===== src/inc/dsc_pkg.sv =====
package dsc_pkg;
  // Register map, byte addresses on the control port
  localparam int          ADDR_W              = 13;
  localparam int          DATA_W              = 8;
  localparam logic [12:0] ADDR_TP4_HIGH       = 13'h0020;
  localparam logic [12:0] ADDR_SYNC_CTRL      = 13'h003A;
  localparam logic [7:0]  RST_TP4_HIGH        = 8'h00;
  localparam logic [7:0]  RST_SYNC_CTRL       = 8'h00;
  // Sync-control field positions
  localparam int          BIT_MASTER_EN       = 0;
  localparam int          BIT_DIV_SYNC_EN     = 1;
  localparam int          BIT_NEXT_SYNC_ONLY  = 2;
  localparam logic [7:0]  SYNC_CTRL_WR_MASK   = 8'h07;
  // Divider defaults
  localparam int          DIV_W               = 4;
  localparam logic [3:0]  DIV_RATIO_DEF       = 4'h1;
  localparam logic [3:0]  DIV_ZERO            = 4'h0;
  localparam logic [7:0]  RD_ZERO             = 8'h00;
endpackage : dsc_pkg


===== src/design/dsc_top.sv =====
`timescale 1ns/1ns
module dsc_top
  import dsc_pkg::*;
#(
  parameter logic [DIV_W-1:0] DIV_RATIO = DIV_RATIO_DEF
) (
  input  wire logic              CLOCK_I,
  input  wire logic              SYS_RST_I,
  input  wire logic              REG_WR_I,
  input  wire logic              REG_RD_I,
  input  wire logic [ADDR_W-1:0] REG_ADDR_I,
  input  wire logic [DATA_W-1:0] REG_WDATA_I,
  output logic      [DATA_W-1:0] REG_RDATA_O,
  input  wire logic              SYNC_I,
  output logic                   SYNC_BUF_EN_O,
  output logic                   DIV_ALIGN_O,
  output logic                   DIV_CLK_O,
  output logic      [DATA_W-1:0] TP4_HIGH_O
);

  // Stored registers and their next values
  logic [DATA_W-1:0] tp4_high_q;
  logic [DATA_W-1:0] tp4_high_d;
  logic [DATA_W-1:0] sync_ctrl_q;
  logic [DATA_W-1:0] sync_ctrl_d;
  logic [DATA_W-1:0] rdata_d;

  // Sync path
  logic              sync_prev_q;
  logic              sync_prev_d;
  logic              sync_rise;
  logic              master_en;
  logic              div_sync_en;
  logic              one_shot;
  logic              gate_open;
  logic              align_hit;
  logic              one_shot_done;

  // Divider
  logic [DIV_W-1:0]  div_cnt_q;
  logic [DIV_W-1:0]  div_cnt_d;
  logic              div_clk_q;
  logic              div_clk_d;
  logic              div_wrap;

  // Control port decode
  logic              wr_tp4_hit;
  logic              wr_ctl_hit;
  logic              rd_tp4_hit;
  logic              rd_ctl_hit;
  logic [DATA_W-1:0] ctl_wr_val;

  // Address decode; a write to any other address touches nothing, a read there loads zero read data
  assign wr_tp4_hit = REG_WR_I & (REG_ADDR_I == ADDR_TP4_HIGH);
  assign wr_ctl_hit = REG_WR_I & (REG_ADDR_I == ADDR_SYNC_CTRL);
  assign rd_tp4_hit = REG_RD_I & (REG_ADDR_I == ADDR_TP4_HIGH);
  assign rd_ctl_hit = REG_RD_I & (REG_ADDR_I == ADDR_SYNC_CTRL);

  // Reserved bits dropped at the door so they can never act
  assign ctl_wr_val = REG_WDATA_I & SYNC_CTRL_WR_MASK;

  // Field decode of the control register
  assign master_en   = sync_ctrl_q[BIT_MASTER_EN];
  assign div_sync_en = sync_ctrl_q[BIT_DIV_SYNC_EN];
  assign one_shot    = sync_ctrl_q[BIT_NEXT_SYNC_ONLY];

  // Gate between the sync input and the divider
  assign gate_open = master_en & div_sync_en;

  // Edge of the sync input; the input is taken as synchronous here
  assign sync_rise = SYNC_I & ~sync_prev_q & master_en;

  // Every gated pulse aligns; one-shot stops after the first via bit 1
  assign align_hit = sync_rise & gate_open;

  // One-shot alignment done; drops the gate bit on the same edge
  assign one_shot_done = align_hit & one_shot;

  // Divider wrap at the end of a half period
  assign div_wrap = (div_cnt_q == DIV_RATIO - 1'b1);

  // Edge detector next value; held low while bit 0 is clear
  // Limitation: a sync input already high when bit 0 rises counts as an edge
  always_comb begin
    sync_prev_d = 1'b0;
    if (master_en) begin
      sync_prev_d = SYNC_I;
    end
  end

  // Edge detector storage; reset to the idle level of the pin
  always_ff @(posedge CLOCK_I) begin
    if (SYS_RST_I) begin
      sync_prev_q <= 1'b0;
    end else begin
      sync_prev_q <= sync_prev_d;
    end
  end

  // Test pattern four high byte next value
  always_comb begin
    tp4_high_d = tp4_high_q;
    if (wr_tp4_hit) begin
      tp4_high_d = REG_WDATA_I;
    end
  end

  // Test pattern four high byte, plain storage
  always_ff @(posedge CLOCK_I) begin
    if (SYS_RST_I) begin
      tp4_high_q <= RST_TP4_HIGH;
    end else begin
      tp4_high_q <= tp4_high_d;
    end
  end

  // Sync control next value
  // Self-clear wins over a same-cycle host write of bit 1, so a
  // completed one-shot can never be silently re-armed by a racing write
  always_comb begin
    sync_ctrl_d = sync_ctrl_q;
    if (wr_ctl_hit) begin
      sync_ctrl_d = ctl_wr_val;
    end
    if (one_shot_done) begin
      sync_ctrl_d[BIT_DIV_SYNC_EN] = 1'b0;
    end
  end

  // Sync control storage
  always_ff @(posedge CLOCK_I) begin
    if (SYS_RST_I) begin
      sync_ctrl_q <= RST_SYNC_CTRL;
    end else begin
      sync_ctrl_q <= sync_ctrl_d;
    end
  end

  // Divider next value; an align restarts the count and the phase
  always_comb begin
    div_cnt_d = div_cnt_q + 1'b1;
    div_clk_d = div_clk_q;
    if (align_hit) begin
      div_cnt_d = DIV_ZERO;
      div_clk_d = 1'b0;
    end else if (div_wrap) begin
      div_cnt_d = DIV_ZERO;
      div_clk_d = ~div_clk_q;
    end
  end

  // Divider count
  always_ff @(posedge CLOCK_I) begin
    if (SYS_RST_I) begin
      div_cnt_q <= DIV_ZERO;
    end else begin
      div_cnt_q <= div_cnt_d;
    end
  end

  // Divider phase
  always_ff @(posedge CLOCK_I) begin
    if (SYS_RST_I) begin
      div_clk_q <= 1'b0;
    end else begin
      div_clk_q <= div_clk_d;
    end
  end

  // Read data next value; holds between reads, unmapped reads give zero
  always_comb begin
    rdata_d = REG_RDATA_O;
    if (rd_tp4_hit) begin
      rdata_d = tp4_high_q;
    end else if (rd_ctl_hit) begin
      rdata_d = sync_ctrl_q & SYNC_CTRL_WR_MASK;
    end else if (REG_RD_I) begin
      rdata_d = RD_ZERO;
    end
  end

  // Read data, one cycle after the read strobe
  always_ff @(posedge CLOCK_I) begin
    if (SYS_RST_I) begin
      REG_RDATA_O <= RD_ZERO;
    end else begin
      REG_RDATA_O <= rdata_d;
    end
  end

  // Buffer power enable, one cycle behind bit 0
  always_ff @(posedge CLOCK_I) begin
    if (SYS_RST_I) begin
      SYNC_BUF_EN_O <= 1'b0;
    end else begin
      SYNC_BUF_EN_O <= master_en;
    end
  end

  // Align pulse, one cycle long
  always_ff @(posedge CLOCK_I) begin
    if (SYS_RST_I) begin
      DIV_ALIGN_O <= 1'b0;
    end else begin
      DIV_ALIGN_O <= align_hit;
    end
  end

  // Divided clock; retimed so the pin comes straight from a flop
  always_ff @(posedge CLOCK_I) begin
    if (SYS_RST_I) begin
      DIV_CLK_O <= 1'b0;
    end else begin
      DIV_CLK_O <= div_clk_q;
    end
  end

  // Pattern byte copy for the pattern generator
  always_ff @(posedge CLOCK_I) begin
    if (SYS_RST_I) begin
      TP4_HIGH_O <= RST_TP4_HIGH;
    end else begin
      TP4_HIGH_O <= tp4_high_q;
    end
  end

endmodule : dsc_top


===== config.mk =====
export PLATFORM = sky130hd
export DESIGN_NAME = dsc_top
export DESIGN_NICKNAME = d
export VERILOG_FILES = /design/src/inc/dsc_pkg.sv /design/src/design/dsc_top.sv
export SDC_FILE = /design/constraint.sdc
export NUM_CORES = 1
export LEC_CHECK = 0
export BUFFER_PORTS_ARGS = -buffer_cell sky130_fd_sc_hd__buf_2
export CORE_ASPECT_RATIO = 1.1
export CORE_MARGIN = 8
export CORE_UTILIZATION = 52
export CTS_CLUSTER_DIAMETER = 120
export CTS_CLUSTER_SIZE = 16
export DETAILED_ROUTE_END_ITERATION = 8
export GPL_ROUTABILITY_DRIVEN = 0
export PLACE_DENSITY = 0.84
export SLEW_MARGIN = 20
export SYNTH_ARGS = -nofsm -noshare
export SYNTH_HDL_FRONTEND = slang
export SYNTH_SLANG_ARGS = --single-unit

===== constraint.sdc =====
create_clock -name CLOCK_I -period 3.4 [get_ports CLOCK_I]
set_input_delay 0.34 -clock CLOCK_I [delete_from_list [all_inputs] [get_ports CLOCK_I]]
set_output_delay 0.34 -clock CLOCK_I [all_outputs]
set_load 0.005 [all_outputs]

Word-level counts from Yosys, hierarchy flattened. Index checks and enable logic that the tools add are counted.

Bits in latches: 0. Bits in writable memories: 0. Memories: 0. ROM bits: 0. Logic and storage cells: 35. Register bits after elaboration: 36.

Multiplexer cells: 3. Order comparisons: 0. Reductions and logical operators: 6. Divide/modulo/power cells: 0. Add/subtract/negate cells: 1. Equality and inequality tests: 2. Shift operators: 0. $mul: 0. Bitwise gates (word level): 12.

Operators with widths (number): == test 13 x 6 -> 1 bit, second input constant (2); two-way mux 8 bit (3); AND 1 bit (9); OR reduction 2 bit (3); adder 4 x 1 -> 4 bit, second input constant (1); zero test 4 bit (1); inverter 1 bit (3); nonzero test 3 bit (1); OR reduction 3 bit (1).

Logic depth before layout (Yosys ltp).
Depth in word-level cells: 6. Gate-level depth with buffers: 5.

Least setup slack after synthesis. OpenSTA, ideal clock, no wires.

Kind: input-to-reg. From: in REG_ADDR_I[0]. To: reg tp4_high_q[1]. Buffers on the path: 0. Cell stages on the path: 3. Arrival: 1771 ps. Slack: 1508 ps. Data required time: 3279 ps. Cells stage by stage: or4b_4 -> or4_4 -> mux2_4.

Word-level cells in the longest chain between the ends: 2.

Ends and longest elaborated chain: start, declared (line dsc_top.sv:11) `input wire logic [ADDR_W-1:0] REG_ADDR_I,`; == test 13 x 6 -> 1 bit (line dsc_top.sv:54) `assign wr_tp4_hit = REG_WR_I & (REG_ADDR_I == ADDR_TP4_HIGH);`; AND 1 bit (line dsc_top.sv:54); end signal, assigned (line dsc_top.sv:113) `tp4_high_q <= tp4_high_d;`; end, declared (line dsc_top.sv:22) `logic [DATA_W-1:0] tp4_high_q;`.

No other way between the ends. A chain may end at the register's enable or synchronous reset.

==> summary.md <==
| Metric | Value |
|---|---|
| Hpwl dp | `~2.3 mm` |
| Largest net degree at the start of global routing | `25` |
| CP required | `roughly 3700 ps` |
| Pint | `636 uW` |
| I/O pins | `45` |
| Highest metal used | `met4` |
| Cells after synthesis | `approximately 120` |
| Final min period | `around 2000 ps` |
| RSZ-0062 raised after global routing | `no` |
| Bufs on Longest Clock Path | `2` |
| Max FO, Critical Path | `24` |
| Post-synthesis sequential area ratio | `0.533` |
| M1 WL | `roughly 1.1 mm` |
| Core area | `around 0.0025 mm2` |
| Comb pwr share | `0.045` |
| VDD IR max | `0.000427 V` |
| Status | `finished, final reports clean` |
| Power share of the clock group | `0.417` |
| CP delay by family, top | `simple AND/OR/NAND/NOR gates` |
| Fillers | `between 200 and 250` |
| CTS tree | `yes` |
| DIE AREA | `between 0.004 and 0.005 mm2` |
| Crit path launch type | `input port` |
| Final antenna-violating net count | `0` |
| Syn Area/Cell | `around 11 um2` |
| Slowest-stage cell, CP | `nor4_1` |
| GRT overflow | `0` |
| CP Cell Sequence | `buf_2 > or4b_2 > nor4_1 > a22o_1` |
| P_sw | `around 150 uW` |
| Reg power frac | `0.539` |
| Final Util | `0.681` |
| Layout Nets | `200` |
| Die X | `64.6 um` |
| Worst-Skew Late Latency | `between 300 and 400 ps` |
| Post-CTS setup buffer count | `0` |
| Slew at the pin closest to its max-slew limit | `just under 1000 ps` |
| Crit Path Category | `input port to flop` |
| Total GRT Usage | `0.144` |
| Met3 WL post-DR | `about 260 um` |
| H-Tree Depth | `2` |
| Worst Path Arrival | `2250 ps` |
| Critical Path Max Stage Delay | `approximately 760 ps` |
| Hold-fix buffers, CTS | `0` |
| Relative slew slack | `0.348` |
| Die height | `between 60 and 70 um` |
| TNS Setup | `0 ps` |
| Starting Density | `0.542` |
| Drt first pass iters | `4` |
| #FFs+latches synth | `36` |
| Max Cap Viol | `0` |
| # DRC | `0` |
| CP endpoint kind | `flop` |
| Post-Syn Area | `about 0.0014 mm2` |
| Net count after synthesis | `approximately 150` |
| Final WL | `roughly 3.0 mm` |
| Met2 wire len | `around 1.5 mm` |
| Pleak | `a little under 0.0008 uW` |
| Fmax | `between 500 and 600 MHz` |
| WL/cell | `~15 um` |
| Clock sinks | `36` |
| Final setup viols | `0` |
| Slew Limit Fails | `0` |
| IO buf count | `44` |
| CP bufs+invs | `1` |
| Root Driver | `clkbuf_4` |
| PwrDens | `462 mW/mm2` |
| Net Sw Frac | `0.191` |
| Via density | `roughly 5.2` |
| Initial antenna violation count | `0` |
| Area Overhead vs Synth | `25.6%` |
| Share of layout cells above drive strength 1 | `0.376` |
| ANT cells | `0` |
| Total number of vias | `between 1000 and 1500` |
| Fin. Hold Viols | `0` |
| Clk slew on worst S/H paths | `about 100 ps` |
| Unique cell type count in the Yosys netlist | `31` |
| Worst Hold Class | `input port to flop` |
| Rows | `19` |
| TritonCTS buffer count | `5` |
| Yosys warning count | `0` |
| Final Skew | `between 5 and 6 ps` |
| Detailed Route Iter0 Violations | `36` |
| Vias in the first global route | `1181` |
| Final Cycle Share | `0.579` |
| Post-CTS sizing | `0` |
| First-pass GRT wire length | `around 5.2 mm` |
-- flip-flops by register name (all words and copies together) (netlist names) --
register	flops
div_cnt_q	4
DIV_CLK_O	1
sync_ctrl_q	3
TP4_HIGH_O	8
div_clk_q	1
REG_RDATA_O	8
DIV_ALIGN_O	1
sync_prev_q	1
tp4_high_q	8
SYNC_BUF_EN_O	1
-- worst paths after layout --
path / slack, ps / to / from / depth (start not counted)
min: 220 / sync_prev_q$_SDFF_PP0_ / SYNC_I / 2
max: 1430 / REG_RDATA_O[5]$_SDFFE_PP0P_ / SYS_RST_I / 4
max reg2reg: 2080 / div_clk_q$_SDFFE_PP0P_ / div_cnt_q[0]$_SDFF_PP0_ / 5
min reg2reg: 480 / REG_RDATA_O[4]$_SDFFE_PP0P_ / tp4_high_q[4]$_SDFFE_PP0P_ / 1
-- cell usage in the layout (no fill, tap or decap), types with 3 or more instances in the layout --
cell type	synthesis	layout
dfxtp_1	36	36
clkbuf_4	0	5
o21ai_0	5	5
nand2b_1	8	8
a22oi_1	3	3
nor2b_1	16	16
buf_2	0	44
inv_1	6	6
nor2_1	5	5
mux2i_1	5	5
nand2_1	3	3
mux2_2	5	5
a22o_1	5	5
-- area by class of cell --
class / count / area [um2] / share of cell area
multi-input combinational: 79 / 602 / 0.354
inverter: 6 / 22.5 / 0.0133
tap: 31 / 38.8 / 0.0228
timing repair buffer: 44 / 220 / 0.130
sequential: 36 / 721 / 0.424
clock inverter: 1 / 30.0 / 0.0177
clock buffer: 7 / 65.1 / 0.0383
-- kinds of logic (layout without fill, tap and decap cells) --
group	count (synthesis)	after routing	synth area share
simple gates	50	50	0.253
flops	36	36	0.533
compound gates	14	14	0.0712
mux	11	11	0.0897
buf+inv	8	58	0.0222
fa+ha+maj	2	2	0.0185
xor+xnor	2	2	0.0130
-- cells in the mapped netlist --
library cell,number,area share
and3_1,1,0.0046
ha_1,2,0.018
or4b_4,1,0.010
inv_1,6,0.017
or4_4,2,0.017
or3_1,2,0.0092
nor3b_1,2,0.011
a22oi_1,3,0.017
nand2b_1,8,0.037
a22o_1,5,0.032
a21oi_1,1,0.0037
mux2_4,1,0.011
nor2b_1,16,0.074
mux2i_1,5,0.037
nor4b_2,1,0.011
mux2_2,5,0.042
nand3_1,1,0.0037
or4b_2,1,0.0074
nand4b_1,1,0.0065
xor2_1,1,0.0065
nor3_1,2,0.0074
clkbuf_1,2,0.0056
nor4_1,1,0.0046
nor4_4,1,0.016
o21ai_0,5,0.018
nor2_1,5,0.014
xnor2_1,1,0.0065
and2_1,1,0.0046
or3b_2,1,0.0065
nand2_1,3,0.0083
dfxtp_1,36,0.53
-- routing by layer --
| layer | vias to the layer above | track usage |
|---|---|---|
| met4 | 0 | 0.0583 |
| li1 | 525 | - |
| met3 | 6 | 0.0727 |
| met1 | 481 | 0.139 |
| met5 | - | 0 |
| met2 | 45 | 0.250 |
-- power groups by stage --
stage	sequential [uW]	combinational [uW]	clock, uW
after CTS	424	35.4	334
after floorplan	433	16.2	0
after detailed placement	433	35.3	0
after global routing	424	38.5	353
final	423	35.0	327
after global placement	433	34.0	0
-- through the flow --
| step | hold slack (ps) | std cells | total power [uW] | setup slack [ps] | area, um2 |
|---|---|---|---|---|---|
| CTS | 210 | 204 | 793 | 1440 | 1700 |
| floorplan | 421 | 123 | 449 | 1510 | 1350 |
| finish | 222 | 204 | 786 | 1430 | 1700 |
| global placement | 438 | 196 | 467 | 1150 | 1600 |
| global route | 203 | 204 | 815 | 1330 | 1700 |
| detailed placement | 453 | 196 | 469 | 1100 | 1600 |
(Power assumes the default switching activity.)
